--- src/core/flash_ctrl_cfg.svh ---
// Offsets, fields, reset values and timing counts of the flash controller.
// Assumes inclusion by bare name from the package and the controller module.
`ifndef FLASH_CTRL_CFG_SVH
`define FLASH_CTRL_CFG_SVH
`define FC_BASE_ADDR 32'hffff_ff00
`define FC_OFF_MODE 8'h60
`define FC_OFF_CMD 8'h64
`define FC_OFF_STATUS 8'h68
`define FC_OFF_RSVD 8'h6c
`define FC_MODE_RESET 32'h0000_0000
`define FC_MODE_RDY_IE 0
`define FC_MODE_LOCK_ERROR_FLAG_IE 2
`define FC_MODE_PROG_ERROR_FLAG_IE 3
`define FC_MODE_SKIP_ERASE 7
`define FC_MODE_FWS_LO 8
`define FC_MODE_USEC_CYCLE_COUNT_LO 16
`define FC_ST_READY 0
`define FC_ST_LOCK_ERROR_FLAG 2
`define FC_ST_PROG_ERROR_FLAG 3
`define FC_ST_SECURITY 4
`define FC_ST_GP_LO 8
`define FC_ST_LOCKS_LO 16
`define FC_CMD_KEY 8'h5a
`define FC_CMD_PAGE_LO 8
`define FC_ERASE_TICKS 16'd10
`define FC_PROG_TICKS 16'd20
`define FC_NVM_TICKS 16'd8
`define FC_ERASE_ALL_TICKS 16'd40
`endif

--- src/core/flash_ctrl_pkg.sv ---
// Types shared by the flash command controller and its bench.
// Assumes flash_ctrl_cfg.svh sits beside it.
package flash_ctrl_pkg;
`include "flash_ctrl_cfg.svh"
    typedef enum logic [3:0] {
        CMD_NONE = 4'b0000,
        CMD_WRITE_PAGE = 4'b0001,
        CMD_SET_LOCK = 4'b0010,
        CMD_WRITE_PAGE_LOCK = 4'b0011,
        CMD_CLEAR_LOCK = 4'b0100,
        CMD_ERASE_ALL = 4'b1000,
        CMD_SET_GP_BIT = 4'b1011,
        CMD_CLEAR_GP_BIT = 4'b1101,
        CMD_SET_SECURITY = 4'b1111
    } command_code_t;
    typedef struct packed {
        logic [7:0] key;
        logic [5:0] unused_hi;
        logic [9:0] page_number;
        logic [3:0] unused_lo;
        logic [3:0] command_code;
    } cmd_word_t;
    typedef enum logic [2:0] {
        OP_IDLE, OP_ERASE_PAGE, OP_PROG_PAGE, OP_ERASE_ALL, OP_NVM_WRITE
    } flash_op_t;
    typedef struct packed {
        flash_op_t op;
        logic [9:0] page;
    } flash_act_t;
endpackage

--- src/core/embedded_flash_ctrl.sv ---
// Register interface and command sequencer of the embedded flash controller, APB slave.
// Assumes an APB master on CLK_SYS and a flash array that obeys the FLASH_ACT strobes.
//
// Functional notes
// - Mode, command, status at consecutive word offsets.
// - Mode bit 0 lets ready raise interrupt.
// - Mode bit 2 lets lock error interrupt.
// - Mode bit 3 lets programming error interrupt.
// - Bit 7 clear erases page before programming.
// - Wait-state field sets read/write access length.
// - Code 0000 does nothing, no error.
// - Code 0001 programs the selected page.
// - Code 0010 locks the page's region.
// - Code 0011 programs page, then locks region.
// - Code 0100 unlocks the page's region.
// - Code 1000 erases all unless any lock.
// - Code 1011 sets numbered general-purpose bit.
// - Code 1101 clears numbered general-purpose bit.
// - Code 1111 sets the security bit.
// - Other codes start nothing, flag programming error.
// - Page field bits 17:8, unused bits ignored.
// - Command needs key 0x5A in top byte.
// - Accept clears ready; completion sets it.
// - Lock error sticks until status read.
`timescale 1ns/1ps
`include "flash_ctrl_cfg.svh"

module embedded_flash_ctrl
    import flash_ctrl_pkg::*;
#(
    parameter int LOCK_REGIONS = 16,
    parameter int GP_BITS = 2,
    parameter int REGION_SHIFT = 6,
    parameter logic [15:0] LOCK_INIT = 16'h0000
) (
    input wire logic CLK_SYS,
    input wire logic RESET_N,
    input wire logic CLK_EN,
    input wire logic PSEL,
    input wire logic PENABLE,
    input wire logic PWRITE,
    input wire logic [31:0] PADDR,
    input wire logic [31:0] PWDATA,
    output logic [31:0] PRDATA,
    output logic PREADY,
    output logic PSLVERR,
    output logic IRQ,
    output flash_act_t FLASH_ACT,
    output logic [2:0] READ_CYCLES,
    output logic [2:0] WRITE_CYCLES,
    output logic [GP_BITS-1:0] GP_NONVOLATILE_BIT,
    output logic SECURITY_ACTIVE
);

    // ------------------------------------------------------------
    // Reset release
    // ------------------------------------------------------------
    logic rst_meta_n_r;
    logic rst_n_r;

    always_ff @(posedge CLK_SYS or negedge RESET_N) begin
        if (!RESET_N) begin
            rst_meta_n_r <= 1'b0;
            rst_n_r <= 1'b0;
        end else begin
            rst_meta_n_r <= 1'b1;
            rst_n_r <= rst_meta_n_r;
        end
    end

    // ------------------------------------------------------------
    // Helpers
    // ------------------------------------------------------------
    function automatic logic [2:0] access_len(input logic [1:0] ws, input logic wr);
        logic [2:0] len;
        len = 3'(ws) + 3'd1;
        if (wr && ws != 2'd3) begin
            len = len + 3'd1;
        end
        return len;
    endfunction

    function automatic logic [3:0] region_of(input logic [9:0] page);
        return 4'(page >> REGION_SHIFT);
    endfunction

    // ------------------------------------------------------------
    // APB decode
    // ------------------------------------------------------------
    logic [31:0] mode_r;
    logic ready_flag_r;
    logic lock_error_flag_r;
    logic prog_error_flag_r;
    logic security_r;
    logic [GP_BITS-1:0] gp_r;
    logic [LOCK_REGIONS-1:0] region_lock_state_r;
    logic [31:0] prdata_r;
    logic [31:0] status_word;
    logic hit_mode;
    logic hit_cmd;
    logic hit_status;
    logic access;
    logic wr_mode;
    logic wr_cmd;
    logic rd_status;
    cmd_word_t cmd;

    assign hit_mode = PADDR[7:0] == `FC_OFF_MODE;
    assign hit_cmd = PADDR[7:0] == `FC_OFF_CMD;
    assign hit_status = PADDR[7:0] == `FC_OFF_STATUS;
    assign access = PSEL && PENABLE && CLK_EN;
    assign wr_mode = access && PWRITE && hit_mode;
    assign wr_cmd = access && PWRITE && hit_cmd;
    assign rd_status = access && !PWRITE && hit_status;
    assign cmd = cmd_word_t'(PWDATA);

    // No wait states.
    assign PREADY = 1'b1;
    assign PSLVERR = PSEL && PENABLE &&
        !(hit_mode || hit_cmd || hit_status || PADDR[7:0] == `FC_OFF_RSVD);

    always_comb begin
        status_word = 32'h0;
        status_word[`FC_ST_READY] = ready_flag_r;
        status_word[`FC_ST_LOCK_ERROR_FLAG] = lock_error_flag_r;
        status_word[`FC_ST_PROG_ERROR_FLAG] = prog_error_flag_r;
        status_word[`FC_ST_SECURITY] = security_r;
        status_word[`FC_ST_GP_LO +: GP_BITS] = gp_r;
        status_word[`FC_ST_LOCKS_LO +: LOCK_REGIONS] = region_lock_state_r;
    end

    // Read data is taken in the setup cycle, so it comes from a flop.
    always_ff @(posedge CLK_SYS or negedge rst_n_r) begin
        if (!rst_n_r) begin
            prdata_r <= 32'h0;
        end else if (CLK_EN && PSEL && !PENABLE && !PWRITE) begin
            prdata_r <= hit_mode ? mode_r : (hit_status ? status_word : 32'h0);
        end
    end
    assign PRDATA = prdata_r;

    // ------------------------------------------------------------
    // Mode register
    // ------------------------------------------------------------
    always_ff @(posedge CLK_SYS or negedge rst_n_r) begin
        if (!rst_n_r) begin
            mode_r <= `FC_MODE_RESET;
        end else if (wr_mode) begin
            mode_r <= PWDATA & 32'h00ff_038d;
        end
    end

    logic skip_erase_before_prog;
    logic [1:0] wait_state_sel;
    logic [7:0] usec_cycle_count;
    assign skip_erase_before_prog = mode_r[`FC_MODE_SKIP_ERASE];
    assign wait_state_sel = mode_r[`FC_MODE_FWS_LO +: 2];
    assign usec_cycle_count = mode_r[`FC_MODE_USEC_CYCLE_COUNT_LO +: 8];

    always_ff @(posedge CLK_SYS or negedge rst_n_r) begin
        if (!rst_n_r) begin
            READ_CYCLES <= 3'd1;
            WRITE_CYCLES <= 3'd2;
        end else if (CLK_EN) begin
            READ_CYCLES <= access_len(wait_state_sel, 1'b0);
            WRITE_CYCLES <= access_len(wait_state_sel, 1'b1);
        end
    end

    // ------------------------------------------------------------
    // Command acceptance
    // ------------------------------------------------------------
    logic key_ok;
    logic code_known;
    logic start;
    logic [3:0] sel_region;

    assign key_ok = cmd.key == `FC_CMD_KEY;
    assign sel_region = region_of(cmd.page_number);
    assign code_known = cmd.command_code inside {CMD_NONE, CMD_WRITE_PAGE, CMD_SET_LOCK,
        CMD_WRITE_PAGE_LOCK, CMD_CLEAR_LOCK, CMD_ERASE_ALL, CMD_SET_GP_BIT,
        CMD_CLEAR_GP_BIT, CMD_SET_SECURITY};

    // Commands while busy are dropped.
    assign start = wr_cmd && key_ok && code_known && ready_flag_r &&
        cmd.command_code != CMD_NONE;

    logic page_locked;
    logic any_locked;
    assign page_locked = region_lock_state_r[sel_region];
    assign any_locked = |region_lock_state_r;

    // ------------------------------------------------------------
    // Sequencer
    // ------------------------------------------------------------
    typedef enum logic [2:0] {
        S_IDLE, S_ERASE, S_PROG, S_ERASE_ALL, S_NVM
    } seq_state_t;

    seq_state_t state_r;
    logic [3:0] op_code_r;
    logic [9:0] page_r;
    logic [7:0] usec_cnt_r;
    logic [15:0] phase_cnt_r;
    logic tick;
    logic phase_done;
    logic cancel;

    // Ticks pace every array phase.
    assign tick = (usec_cnt_r == 8'h0);
    assign phase_done = tick && (phase_cnt_r == 16'h0);

    always_ff @(posedge CLK_SYS or negedge rst_n_r) begin
        if (!rst_n_r) begin
            usec_cnt_r <= 8'h0;
        end else if (CLK_EN) begin
            if (state_r == S_IDLE || tick) begin
                usec_cnt_r <= usec_cycle_count;
            end else begin
                usec_cnt_r <= usec_cnt_r - 8'd1;
            end
        end
    end

    assign cancel = (cmd.command_code == CMD_ERASE_ALL) ? any_locked :
        (cmd.command_code inside {CMD_WRITE_PAGE, CMD_WRITE_PAGE_LOCK}) && page_locked;

    always_ff @(posedge CLK_SYS or negedge rst_n_r) begin
        if (!rst_n_r) begin
            state_r <= S_IDLE;
            op_code_r <= 4'h0;
            page_r <= 10'h0;
            phase_cnt_r <= 16'h0;
        end else if (CLK_EN) begin
            case (state_r)
                S_IDLE: begin
                    if (start && !cancel) begin
                        op_code_r <= cmd.command_code;
                        page_r <= cmd.page_number;
                        case (cmd.command_code)
                            CMD_WRITE_PAGE, CMD_WRITE_PAGE_LOCK: begin
                                if (skip_erase_before_prog) begin
                                    state_r <= S_PROG;
                                    phase_cnt_r <= `FC_PROG_TICKS;
                                end else begin
                                    state_r <= S_ERASE;
                                    phase_cnt_r <= `FC_ERASE_TICKS;
                                end
                            end
                            CMD_ERASE_ALL: begin
                                state_r <= S_ERASE_ALL;
                                phase_cnt_r <= `FC_ERASE_ALL_TICKS;
                            end
                            default: begin
                                state_r <= S_NVM;
                                phase_cnt_r <= `FC_NVM_TICKS;
                            end
                        endcase
                    end
                end
                S_ERASE: begin
                    if (phase_done) begin
                        state_r <= S_PROG;
                        phase_cnt_r <= `FC_PROG_TICKS;
                    end else if (tick) begin
                        phase_cnt_r <= phase_cnt_r - 16'd1;
                    end
                end
                S_PROG: begin
                    if (phase_done) begin
                        if (op_code_r == CMD_WRITE_PAGE_LOCK) begin
                            state_r <= S_NVM;
                            phase_cnt_r <= `FC_NVM_TICKS;
                        end else begin
                            state_r <= S_IDLE;
                        end
                    end else if (tick) begin
                        phase_cnt_r <= phase_cnt_r - 16'd1;
                    end
                end
                S_ERASE_ALL, S_NVM: begin
                    if (phase_done) begin
                        state_r <= S_IDLE;
                    end else if (tick) begin
                        phase_cnt_r <= phase_cnt_r - 16'd1;
                    end
                end
                default: state_r <= S_IDLE;
            endcase
        end
    end

    logic finish;
    assign finish = phase_done && (state_r == S_ERASE_ALL || state_r == S_NVM ||
        (state_r == S_PROG && op_code_r != CMD_WRITE_PAGE_LOCK));

    always_ff @(posedge CLK_SYS or negedge rst_n_r) begin
        if (!rst_n_r) begin
            FLASH_ACT <= '{op: OP_IDLE, page: 10'h0};
        end else if (CLK_EN) begin
            FLASH_ACT.page <= page_r;
            case (state_r)
                S_ERASE: FLASH_ACT.op <= OP_ERASE_PAGE;
                S_PROG: FLASH_ACT.op <= OP_PROG_PAGE;
                S_ERASE_ALL: FLASH_ACT.op <= OP_ERASE_ALL;
                S_NVM: FLASH_ACT.op <= OP_NVM_WRITE;
                default: FLASH_ACT.op <= OP_IDLE;
            endcase
        end
    end

    // ------------------------------------------------------------
    // Non-volatile bits
    // ------------------------------------------------------------
    logic nvm_done;
    logic [3:0] page_region;
    assign nvm_done = CLK_EN && state_r == S_NVM && phase_done;
    assign page_region = region_of(page_r);

    always_ff @(posedge CLK_SYS or negedge rst_n_r) begin
        if (!rst_n_r) begin
            region_lock_state_r <= LOCK_INIT[LOCK_REGIONS-1:0];
        end else if (nvm_done) begin
            case (op_code_r)
                CMD_SET_LOCK, CMD_WRITE_PAGE_LOCK: begin
                    region_lock_state_r[page_region] <= 1'b1;
                end
                CMD_CLEAR_LOCK: region_lock_state_r[page_region] <= 1'b0;
                default: ;
            endcase
        end
    end

    // Bit numbers past GP_BITS have no effect.
    always_ff @(posedge CLK_SYS or negedge rst_n_r) begin
        if (!rst_n_r) begin
            gp_r <= '0;
            security_r <= 1'b0;
        end else if (nvm_done) begin
            if ((op_code_r == CMD_SET_GP_BIT || op_code_r == CMD_CLEAR_GP_BIT) &&
                page_r < 10'(GP_BITS)) begin
                gp_r[page_r[$clog2(GP_BITS)-1:0]] <= op_code_r == CMD_SET_GP_BIT;
            end
            if (op_code_r == CMD_SET_SECURITY) begin
                security_r <= 1'b1;
            end
        end
    end
    assign GP_NONVOLATILE_BIT = gp_r;
    assign SECURITY_ACTIVE = security_r;

    // ------------------------------------------------------------
    // Status flags
    // ------------------------------------------------------------
    always_ff @(posedge CLK_SYS or negedge rst_n_r) begin
        if (!rst_n_r) begin
            ready_flag_r <= 1'b1;
        end else if (CLK_EN) begin
            if (start && !cancel) begin
                ready_flag_r <= 1'b0;
            end else if (finish) begin
                ready_flag_r <= 1'b1;
            end
        end
    end

    // A status read clears errors; a same-cycle error wins.
    always_ff @(posedge CLK_SYS or negedge rst_n_r) begin
        if (!rst_n_r) begin
            lock_error_flag_r <= 1'b0;
        end else if (start && cancel) begin
            lock_error_flag_r <= 1'b1;
        end else if (rd_status) begin
            lock_error_flag_r <= 1'b0;
        end
    end

    always_ff @(posedge CLK_SYS or negedge rst_n_r) begin
        if (!rst_n_r) begin
            prog_error_flag_r <= 1'b0;
        end else if (wr_cmd && (!key_ok || !code_known)) begin
            prog_error_flag_r <= 1'b1;
        end else if (rd_status) begin
            prog_error_flag_r <= 1'b0;
        end
    end

    assign IRQ = (ready_flag_r && mode_r[`FC_MODE_RDY_IE]) ||
        (lock_error_flag_r && mode_r[`FC_MODE_LOCK_ERROR_FLAG_IE]) ||
        (prog_error_flag_r && mode_r[`FC_MODE_PROG_ERROR_FLAG_IE]);

endmodule

--- config.mk ---
export PLATFORM = sky130hd
export DESIGN_NAME = embedded_flash_ctrl
export DESIGN_NICKNAME = d
export VERILOG_FILES = /design/src/core/flash_ctrl_pkg.sv /design/src/core/embedded_flash_ctrl.sv
export VERILOG_INCLUDE_DIRS = /design/src /design/src/core
export SDC_FILE = /design/constraint.sdc
export NUM_CORES = 1
export LEC_CHECK = 0
export BUFFER_PORTS_ARGS = -buffer_cell sky130_fd_sc_hd__buf_2
export CAP_MARGIN = 30
export CORE_MARGIN = 5
export CORE_UTILIZATION = 35
export CTS_BUF_LIST = sky130_fd_sc_hd__clkbuf_16
export CTS_CLUSTER_DIAMETER = 100
export CTS_CLUSTER_SIZE = 14
export DETAILED_ROUTE_END_ITERATION = 16
export GPL_TIMING_DRIVEN = 0
export HOLD_SLACK_MARGIN = 0.12
export MAX_ROUTING_LAYER = met4
export PLACE_DENSITY_LB_ADDON = 0.1
export SYNTH_ARGS = -nofsm -noshare
export SYNTH_HDL_FRONTEND = slang
export SYNTH_SLANG_ARGS = --single-unit
--- constraint.sdc ---
create_clock -name CLK_SYS -period 3.4 [get_ports CLK_SYS]
set_input_delay 0.17 -clock CLK_SYS [delete_from_list [all_inputs] [get_ports CLK_SYS]]
set_output_delay 0.17 -clock CLK_SYS [all_outputs]
set_load 0.02 [all_outputs]
# Word level (Yosys, flattened, before mapping)
# Cells that the tools add are included.
# totals
word_cells,168
ramBits,0
inputBits,70
latchBits,0
mem_count,0
register_bits,130
out_inout_bits,57
mem_bits_ro,0
# op_classes
n_eq_ne,31
magnitude_cmp,6
bitwise_logic,3
mux,36
shifts,0
n_reduce_logical,69
n_mul,0
div_mod_pow,0
addsub,4
# ops
cell,count
$mux W16,6
$mux W32,2
$pmux W16 S2,2
$pmux W16 S4,1
$eq A8 B7 Y1 const B,5
$logic_and A1 B1 Y1,30
$eq A4 B4 Y1 const B,7
$pmux W3 S4,2
$mux W3,6
$and A16 B16 Y16,1
$eq A4 B2 Y1 const B,4
$logic_not A16 Y1,1
$not A16 Y16,1
$or A16 B16 Y16,1
$reduce_or A16 Y1,1
$sub A16 B1 Y16 const B,1
$logic_or A1 B1 Y1,10
$lt A10 B2 Y1 const B,1
$lt A4 B5 Y1 const B,2
$ne A2 B2 Y1 const B,5
$reduce_and A5 Y1,2
$reduce_bool A2 Y1,5
$mux W1,9
$reduce_bool A9 Y1,1
other kinds (30),43

# Depth between registers and ports, before layout
# Gate-level depths: netlist (run 1).
# depth
depth_word,11
depth_mapped,10
mapped_depth_nobuf,8

# Worst setup path before layout (run 1)
# Ideal clock, no wire load.
# synth_timing
path_type,reg2reg
start,reg usec_cnt_r[0]
end,reg phase_cnt_r[3]
arrival_ns,2.796
period_less_slack_ns,2.921
n_path_buf,1
setup_time_ns,0.125
path_stages_with_launch,10
setup_slack_ns,0.479
required_time_ns,3.275
cell_sequence,dfrtp_1 -> inv_1 -> ha_1 -> or4b_1 -> buf_2 -> or4b_4 -> nor4_4 -> o31ai_2 -> a211o_1 -> mux2_4
# synth_via
elab_chain_len,4
elab_cells_between_ends,10
cone_classes,eq/ne: 2; mux: 5; reduce/logical: 3
# synth_rtl
item,line_no,rtl
from (decl),embedded_flash_ctrl.sv:203,logic [7:0] usec_cnt_r;
from (signal assigned),embedded_flash_ctrl.sv:218,usec_cnt_r <= usec_cycle_count;
from (signal assigned),embedded_flash_ctrl.sv:220,usec_cnt_r <= usec_cnt_r - 8'd1;
$logic_not A8 Y1 *,embedded_flash_ctrl.sv:210,assign tick = (usec_cnt_r == 8'h0);
$mux W16 / $logic_and A1 B1 Y1 (equally long branches),-,
$mux W16 (tied with other cells),-,
$pmux W16 S4 / $reduce_and A5 Y1 (equally long branches),-,
to (signal assigned),embedded_flash_ctrl.sv:244,phase_cnt_r <= `FC_PROG_TICKS;
to (signal assigned),embedded_flash_ctrl.sv:247,phase_cnt_r <= `FC_ERASE_TICKS;
to (signal assigned),embedded_flash_ctrl.sv:252,phase_cnt_r <= `FC_ERASE_ALL_TICKS;
to (decl),embedded_flash_ctrl.sv:204,logic [15:0] phase_cnt_r;
# Every way passes the cells marked *; elsewhere a longest branch is shown, timed or not. The select of a mux whose other input is x is not followed.
# A chain may end at the register's enable or synchronous reset.

# Worst setup path in the final report (run 1)
# layout_timing
start,reg usec_cnt_r[0]
end,reg phase_cnt_r[15]
# Same word-level chain as after synthesis.

==> results of run 1 <==
==> tightest hold or removal path: cells and delay by family <==
kind            cells  cell delay [ns]
buf+inv             1             0.11
simple gates        1             0.13
compound gates      1             0.12
==> layer usage <==
layer | up-vias | part of all wire [%]
li1 | 2516 | -
met1 | 2688 | 46
met2 | 179 | 48
met3 | 21 | 5.3
met4 | 0 | 1.1
met5 | - | 0
==> where the power goes <==
| part | total [mW] | internal, mW | switching [mW] |
|---|---|---|---|
| clock network | 1.78 | 1.08 | 0.698 |
| logic | 0.508 | 0.188 | 0.320 |
| registers | 1.64 | 1.53 | 0.104 |
==> placed cells by master (no fill, tap or decap), drive strengths merged, types with 7 or more instances in the layout <==
| master | instances |
|---|---|
| clkbuf | 45 |
| inv | 19 |
| a22o | 15 |
| conb | 11 |
| clkinv | 7 |
| dfrtp | 118 |
| a21oi | 20 |
| nand3 | 14 |
| nand2b | 7 |
| dlygate4sd3 | 17 |
| nor4 | 15 |
| nor2 | 55 |
| o21ai | 41 |
| nand4 | 7 |
| a31oi | 7 |
| nor3 | 20 |
| nand2 | 46 |
| mux2 | 62 |
| buf | 100 |
| mux2i | 18 |
==> layout make-up <==
class | instances | area [um2]
plain buffers | 46 | 214
multi-input cells | 440 | 3050
inverters | 17 | 63.8
well taps | 229 | 287
flip-flops and latches | 121 | 3040
fillers | 1750 | 10000
clock inverters | 15 | 154
repair buffers | 100 | 613
clock buffers | 17 | 425
==> synth_stat cells (all sizes together), types with 3 or more instances <==
cell    number
dfstp        3
nor3        20
or2          3
nand3       14
xnor2        3
a22o        15
nor4        15
a21oi       20
or3          4
or4          6
a31oi        7
a22oi        3
o41ai        3
mux2i       18
o22ai        4
a211oi       4
o21ai       41
and3         6
dfrtp      118
nor3b        3
nor4bb       3
buf         18
nand2b       7
o32ai        3
clkbuf      28
nor2        55
o31ai        5
a211o        4
ha           5
nand4        7
o211ai       4
mux2        62
nand2       46
nand3b       5
inv         16
==> stage by stage <==
| stage | hold slack, ns | cells |
|---|---|---|
| global route | 0.157 | 985 |
| finish | 0.156 | 985 |
| global placement | -0.0448 | 934 |
| floorplan | -0.126 | 624 |
| detailed placement | -0.0430 | 936 |
| CTS | 0.139 | 985 |
==> timing repair <==
action | 4_1_cts | 5_1_grt
hold buffers | 17 | 0
resized for setup | 0 | 2
setup endpoints to repair | 0 | 7
endpoints found under the hold margin | 20 | 0
==> cell families (layout without fill, tap and decap cells) <==
logic type	Yosys count	after routing	share of synthesized area (%)
and+or+nand+nor	207	207	17.1
adders and majority gates	5	5	0.990
xor gates and xnor gates	3	3	0.416
AOI/OAI and AO/OA	133	133	14.7
muxes	81	81	14.3
buffers and inverters	63	195	4.40
DFF	121	121	48.0
other	2	11	0.119
==> worst max-delay path by stage <==
stage / startpoint / to / slack, ns / cells after the start
5_1_grt: usec_cnt_r[0]$_DFFE_PN0P_ / phase_cnt_r[15]$_DFFE_PN0P_ / 0.03 / 9
2_1_floorplan: usec_cnt_r[0]$_DFFE_PN0P_ / phase_cnt_r[3]$_DFFE_PN0P_ / 0.48 / 9
6_report: usec_cnt_r[0]$_DFFE_PN0P_ / phase_cnt_r[15]$_DFFE_PN0P_ / 0.17 / 9
3_5_place_dp: usec_cnt_r[0]$_DFFE_PN0P_ / phase_cnt_r[3]$_DFFE_PN0P_ / 0.15 / 9
3_3_place_gp: PWDATA[3] / page_r[3]$_DFFE_PN0P_ / 0.12 / 7
4_1_cts: usec_cnt_r[0]$_DFFE_PN0P_ / phase_cnt_r[3]$_DFFE_PN0P_ / 0.13 / 9
==> reports/metrics.cfg, run 1 <==
[sta]
finalWorstSetupSlack_ns=0.171
final.period_utilization_pct=95.0
fmax_ghz=0.310
slew_headroom_pct=42.6
skew_ns=0.0109
setup_violations=0
timing.final.hold_violations=0
rsz0062_at_grt=no
tightestPinTransition_ns=0.850
finalWorstPathRequiredPeriod_ns=3.23
maxSlewViolCount=0
tns_ns=0

[global_routing]
grt_util_met2_pct=27.5
grt_start_max_net_pins=63
grt_most_used_layer=met2
grt_use_met3_pct=3.94
groute.usage.overall_pct=18.3
overflow=0
initial_antenna_violation_count=0
grt_use_met1_pct=25.2
grt_pass1_wl_um=28700
grt_pass1_vias=5332

[layout]
n_antenna_cell=0
finalInstanceArea_mm2=0.00785
final_layout_size_suffix_gt1_share_pct=27.5
synthToLayoutAreaGrowth_pct=24.1
design.final.nets=818
final_core_util_pct=44.0

[placement]
dpl_worst_slack_ns=0.152
place_area_mm2=0.00709
place.port_buffers=81
place.gp.congestion=0.938
detailedPlacementHpwl_um=13600

[worst_hold_path]
class_of_the_most_critical_hold_timing_path=in2reg
timing.hold.worst_endpoint=prog_error_flag_r$_DFFE_PN0P_
holdCritStartpoint=PWRITE
hold_depth=3

[routing]
drtIter0Drc=371
route.antenna.remaining_nets=0
drt-pass1-iter-count=7
route.detailed.vias_per_inst=5.49
drc=0
routed-via-count=5404
drt-wirelength-per-cell_um=18.5
routed_wirelength_um=18200

[synth]
synth_top_cell_area_share_pct=46.7
post_synth_main_area_contributors=sky130_fd_sc_hd__dfrtp_1 47%, sky130_fd_sc_hd__mux2_2 11%, sky130_fd_sc_hd__nor2_1 3.3%
syn_area_mm2=0.00632
seq_total_area_yosys_pct=48.0
number_of_enable_flip_flop_cells_after_synthesis=0
synthesized_instance_count=615
synth_top_cell_by_area=sky130_fd_sc_hd__dfrtp_1
ys_async_sr_fraction_pct=100
synth-seq-cells=121
syn-mean-instance-area_um2=10.3
ys_warn_count=0
synth_ff_type=sky130_fd_sc_hd__dfrtp_1
synth_cell_types=72

[critical_path]
critical_path_required_time_ns=3.70
crit_fanout=10
timing.reg2reg.worst_path_depth=9
crit_path_end_kind=register
cpLargestDelayFamily=simple AND/OR/NAND/NOR gates
timing_worst_setup_path_type=reg2reg
r2r_end=phase_cnt_r[15]$_DFFE_PN0P_
cp.arrival_ns=3.53
cell_chain_critical_path=inv_1, ha_1, or4b_1, buf_2, or4_4, a2111oi_4, nor2_1, a221o_1, a22o_1
startpoint_type=register
timing.rr.start=usec_cnt_r[0]$_DFFE_PN0P_
timing.critical_path.slowest_cell_delay_ns=0.60
path_buf_inv=2
reg2reg_slack_ns=0.17
critical_path.slowest_cell=sky130_fd_sc_hd__or4_4

[floorplan]
die_w_um=144
top_level_ports=127
row_count=49
coreArea_mm2=0.0178
die-height_um=144
design.die.area_mm2=0.0208
starting_density_of_the_core_pct=35.4

[clock_tree]
clock_transition_time_at_the_flip_flop_clock_pins_of_the_worst_setup_and_hold_paths_ns=0.05
cts_tree=yes
clock-sinks=121
cts_setup_buffers=0
ctsLongestPathBuffers=2
clock-root-buffer=sky130_fd_sc_hd__clkbuf_16
cts_buffers=17
htree_levels=4
clk-insertion-delay-late_ns=0.42

[power]
total_leakage_power_nw=3.62
power_per_cell_area_mw_per_mm2=500
post-layout-total-power_mw=3.92
worst_ir_drop_vdd_mv=0.349

[outcome]
status=finished clean

[job]
drv_cap=0

Note: power is estimated with default switching activity, not from simulation.
==> inputs of run 2 (changes only) <==
--- a/config.mk
+++ b/config.mk
@@ -9,7 +9,7 @@
 export BUFFER_PORTS_ARGS = -buffer_cell sky130_fd_sc_hd__buf_2
 export CAP_MARGIN = 30
 export CORE_MARGIN = 5
-export CORE_UTILIZATION = 35
+export CORE_UTILIZATION = 50
 export CTS_BUF_LIST = sky130_fd_sc_hd__clkbuf_16
 export CTS_CLUSTER_DIAMETER = 100
 export CTS_CLUSTER_SIZE = 14
==> reports/metrics.cfg, run 2 (synthesis gave the netlist of run 1 again) <==
[routing]
drtIter0Drc=399
routed_wirelength_um=17800
drt-pass1-iter-count=6
route.antenna.remaining_nets=0
routed-via-count=5406
route.detailed.vias_per_inst=5.83
drt-wirelength-per-cell_um=19.2
drc=0

[critical_path]
startpoint=usec_cnt_r[0]$_DFFE_PN0P_
cp.arrival_ns=3.49
timing_worst_setup_path_type=reg2reg
timing.rr.start=usec_cnt_r[0]$_DFFE_PN0P_
crit_fanout=10
crit_path_end_kind=register
startpoint_type=register
timing.reg2reg.worst_path_depth=9
critical_path_required_time_ns=3.70

[layout]
final_layout_size_suffix_gt1_share_pct=27.5
commonest_cells_after_routing_fill_and_taps_aside=117 x sky130_fd_sc_hd__dfrtp_1, 84 x sky130_fd_sc_hd__buf_2, 61 x sky130_fd_sc_hd__mux2_2, 54 x sky130_fd_sc_hd__nor2_1, 46 x sky130_fd_sc_hd__nand2_1
design.final.nets=818
n_antenna_cell=0
final.fill_count=1071
layout_commonest_cell=sky130_fd_sc_hd__dfrtp_1
final_cells=928
synthToLayoutAreaGrowth_pct=22.8

[clock_tree]
ctsLongestPathBuffers=2
cts_buffers=17
htree_levels=4
clk-insertion-delay-late_ns=0.41
clock-sinks=121
clock-root-buffer=sky130_fd_sc_hd__clkbuf_16
clock_transition_time_at_the_flip_flop_clock_pins_of_the_worst_setup_and_hold_paths_ns=0.05
cts_tree=yes

[sta]
tns_ns=0
finalWorstPathRequiredPeriod_ns=3.20
skew_ns=0.00921
timing.final.hold_violations=0
maxSlewViolCount=0
slew_headroom_pct=43.0
setup_violations=0
rsz0062_at_grt=no
tightestPinTransition_ns=0.845
final.period_utilization_pct=94.0
fmax_ghz=0.313
finalWorstSetupSlack_ns=0.205

[power]
worst_ir_drop_vdd_mv=0.462
total_leakage_power_nw=3.62
power_per_cell_area_mw_per_mm2=502

[floorplan]
design.die.area_mm2=0.0150
starting_density_of_the_core_pct=50.5
row_count=41
coreArea_mm2=0.0125
die-height_um=122
top_level_ports=127
die_w_um=122

[job]
drv_cap=0

[placement]
place_inst=879
detailedPlacementHpwl_um=12900
place.port_buffers=81
dpl_worst_slack_ns=0.105
place.gp.congestion=0.936

[outcome]
status=finished clean

[worst_hold_path]
hold_depth=3
class_of_the_most_critical_hold_timing_path=in2reg
holdCritStartpoint=PWRITE

[global_routing]
grt_pass1_vias=5429
initial_antenna_violation_count=0
grt_pass1_wl_um=28800
overflow=0
groute.usage.overall_pct=25.6
grt_start_max_net_pins=68

run 2: final cells by class:
class	instances	area (um2)	share of cell area (%)
multi-input cells	440	3050	39.3
flip-flops and latches	121	3040	39.1
repair buffers	100	607	7.82
clock buffers	17	425	5.48
well taps	172	215	2.77
plain buffers	46	214	2.76
clock inverters	15	150	1.93
inverters	17	63.8	0.822
run 2: repair_timing:
action,CTS,global route
hold buffers,17,0
endpoints found under the hold margin,20,0
endpoints found under the setup margin,0,3
setup buffers,0,0
resized for setup,0,2
run 2: metrics by stage:
step	total power [mW]	hold slack [ns]	utilization (%)	area (um2)
after floorplan	1.98	-0.126	-	6350
after global placement	2.11	-0.0452	55.7	6980
after detailed placement	2.13	-0.0444	56.0	7010
after CTS	3.91	0.140	62.0	7750
after global routing	4.07	0.176	62.0	7760
final	3.90	0.155	62.0	7760
run 2: power by group:
group	switching (mW)	total, mW	internal (mW)
logic	0.314	0.500	0.186
registers	0.107	1.64	1.53
clock network	0.681	1.76	1.08
total	1.10	3.90	2.79
run 2: routing by layer:
| metal | routed length, um | share of wire, % | GRT usage, % | vias up |
|---|---|---|---|---|
| met5 | 0 | 0 | - | - |
| met4 | 376 | 2.1 | 7.98 | 0 |
| met3 | 865 | 4.8 | 5.44 | 32 |
| met2 | 8880 | 50 | 41.1 | 172 |
| met1 | 7710 | 43 | 32.8 | 2686 |
| li1 | - | - | - | 2516 |
run 2: final timing paths:
check,endpoint,slack [ns]
worst min register to register,rst_n_r$_DFF_PN0_,0.36
worst min-delay path,prog_error_flag_r$_DFFE_PN0P_,0.15
worst max register to register,phase_cnt_r[3]$_DFFE_PN0P_,0.20
min in group asynchronous,PRDATA[18]$_DFFE_PN0P_,0.40
max in group asynchronous,ready_flag_r$_DFFE_PN1P_,2.18
worst max-delay path,phase_cnt_r[3]$_DFFE_PN0P_,0.20
run 2: critical path: stages (launching register included):
cell and delay, ns:
sky130_fd_sc_hd__dfrtp_1 0.40, sky130_fd_sc_hd__inv_1 0.07, sky130_fd_sc_hd__ha_1 0.17, sky130_fd_sc_hd__or4b_1 0.44, sky130_fd_sc_hd__buf_2 0.20, sky130_fd_sc_hd__or4_4 0.59, sky130_fd_sc_hd__o311ai_1 0.36, sky130_fd_sc_hd__a21o_1 0.31
sky130_fd_sc_hd__a21oi_2 0.15, sky130_fd_sc_hd__mux2_4 0.37
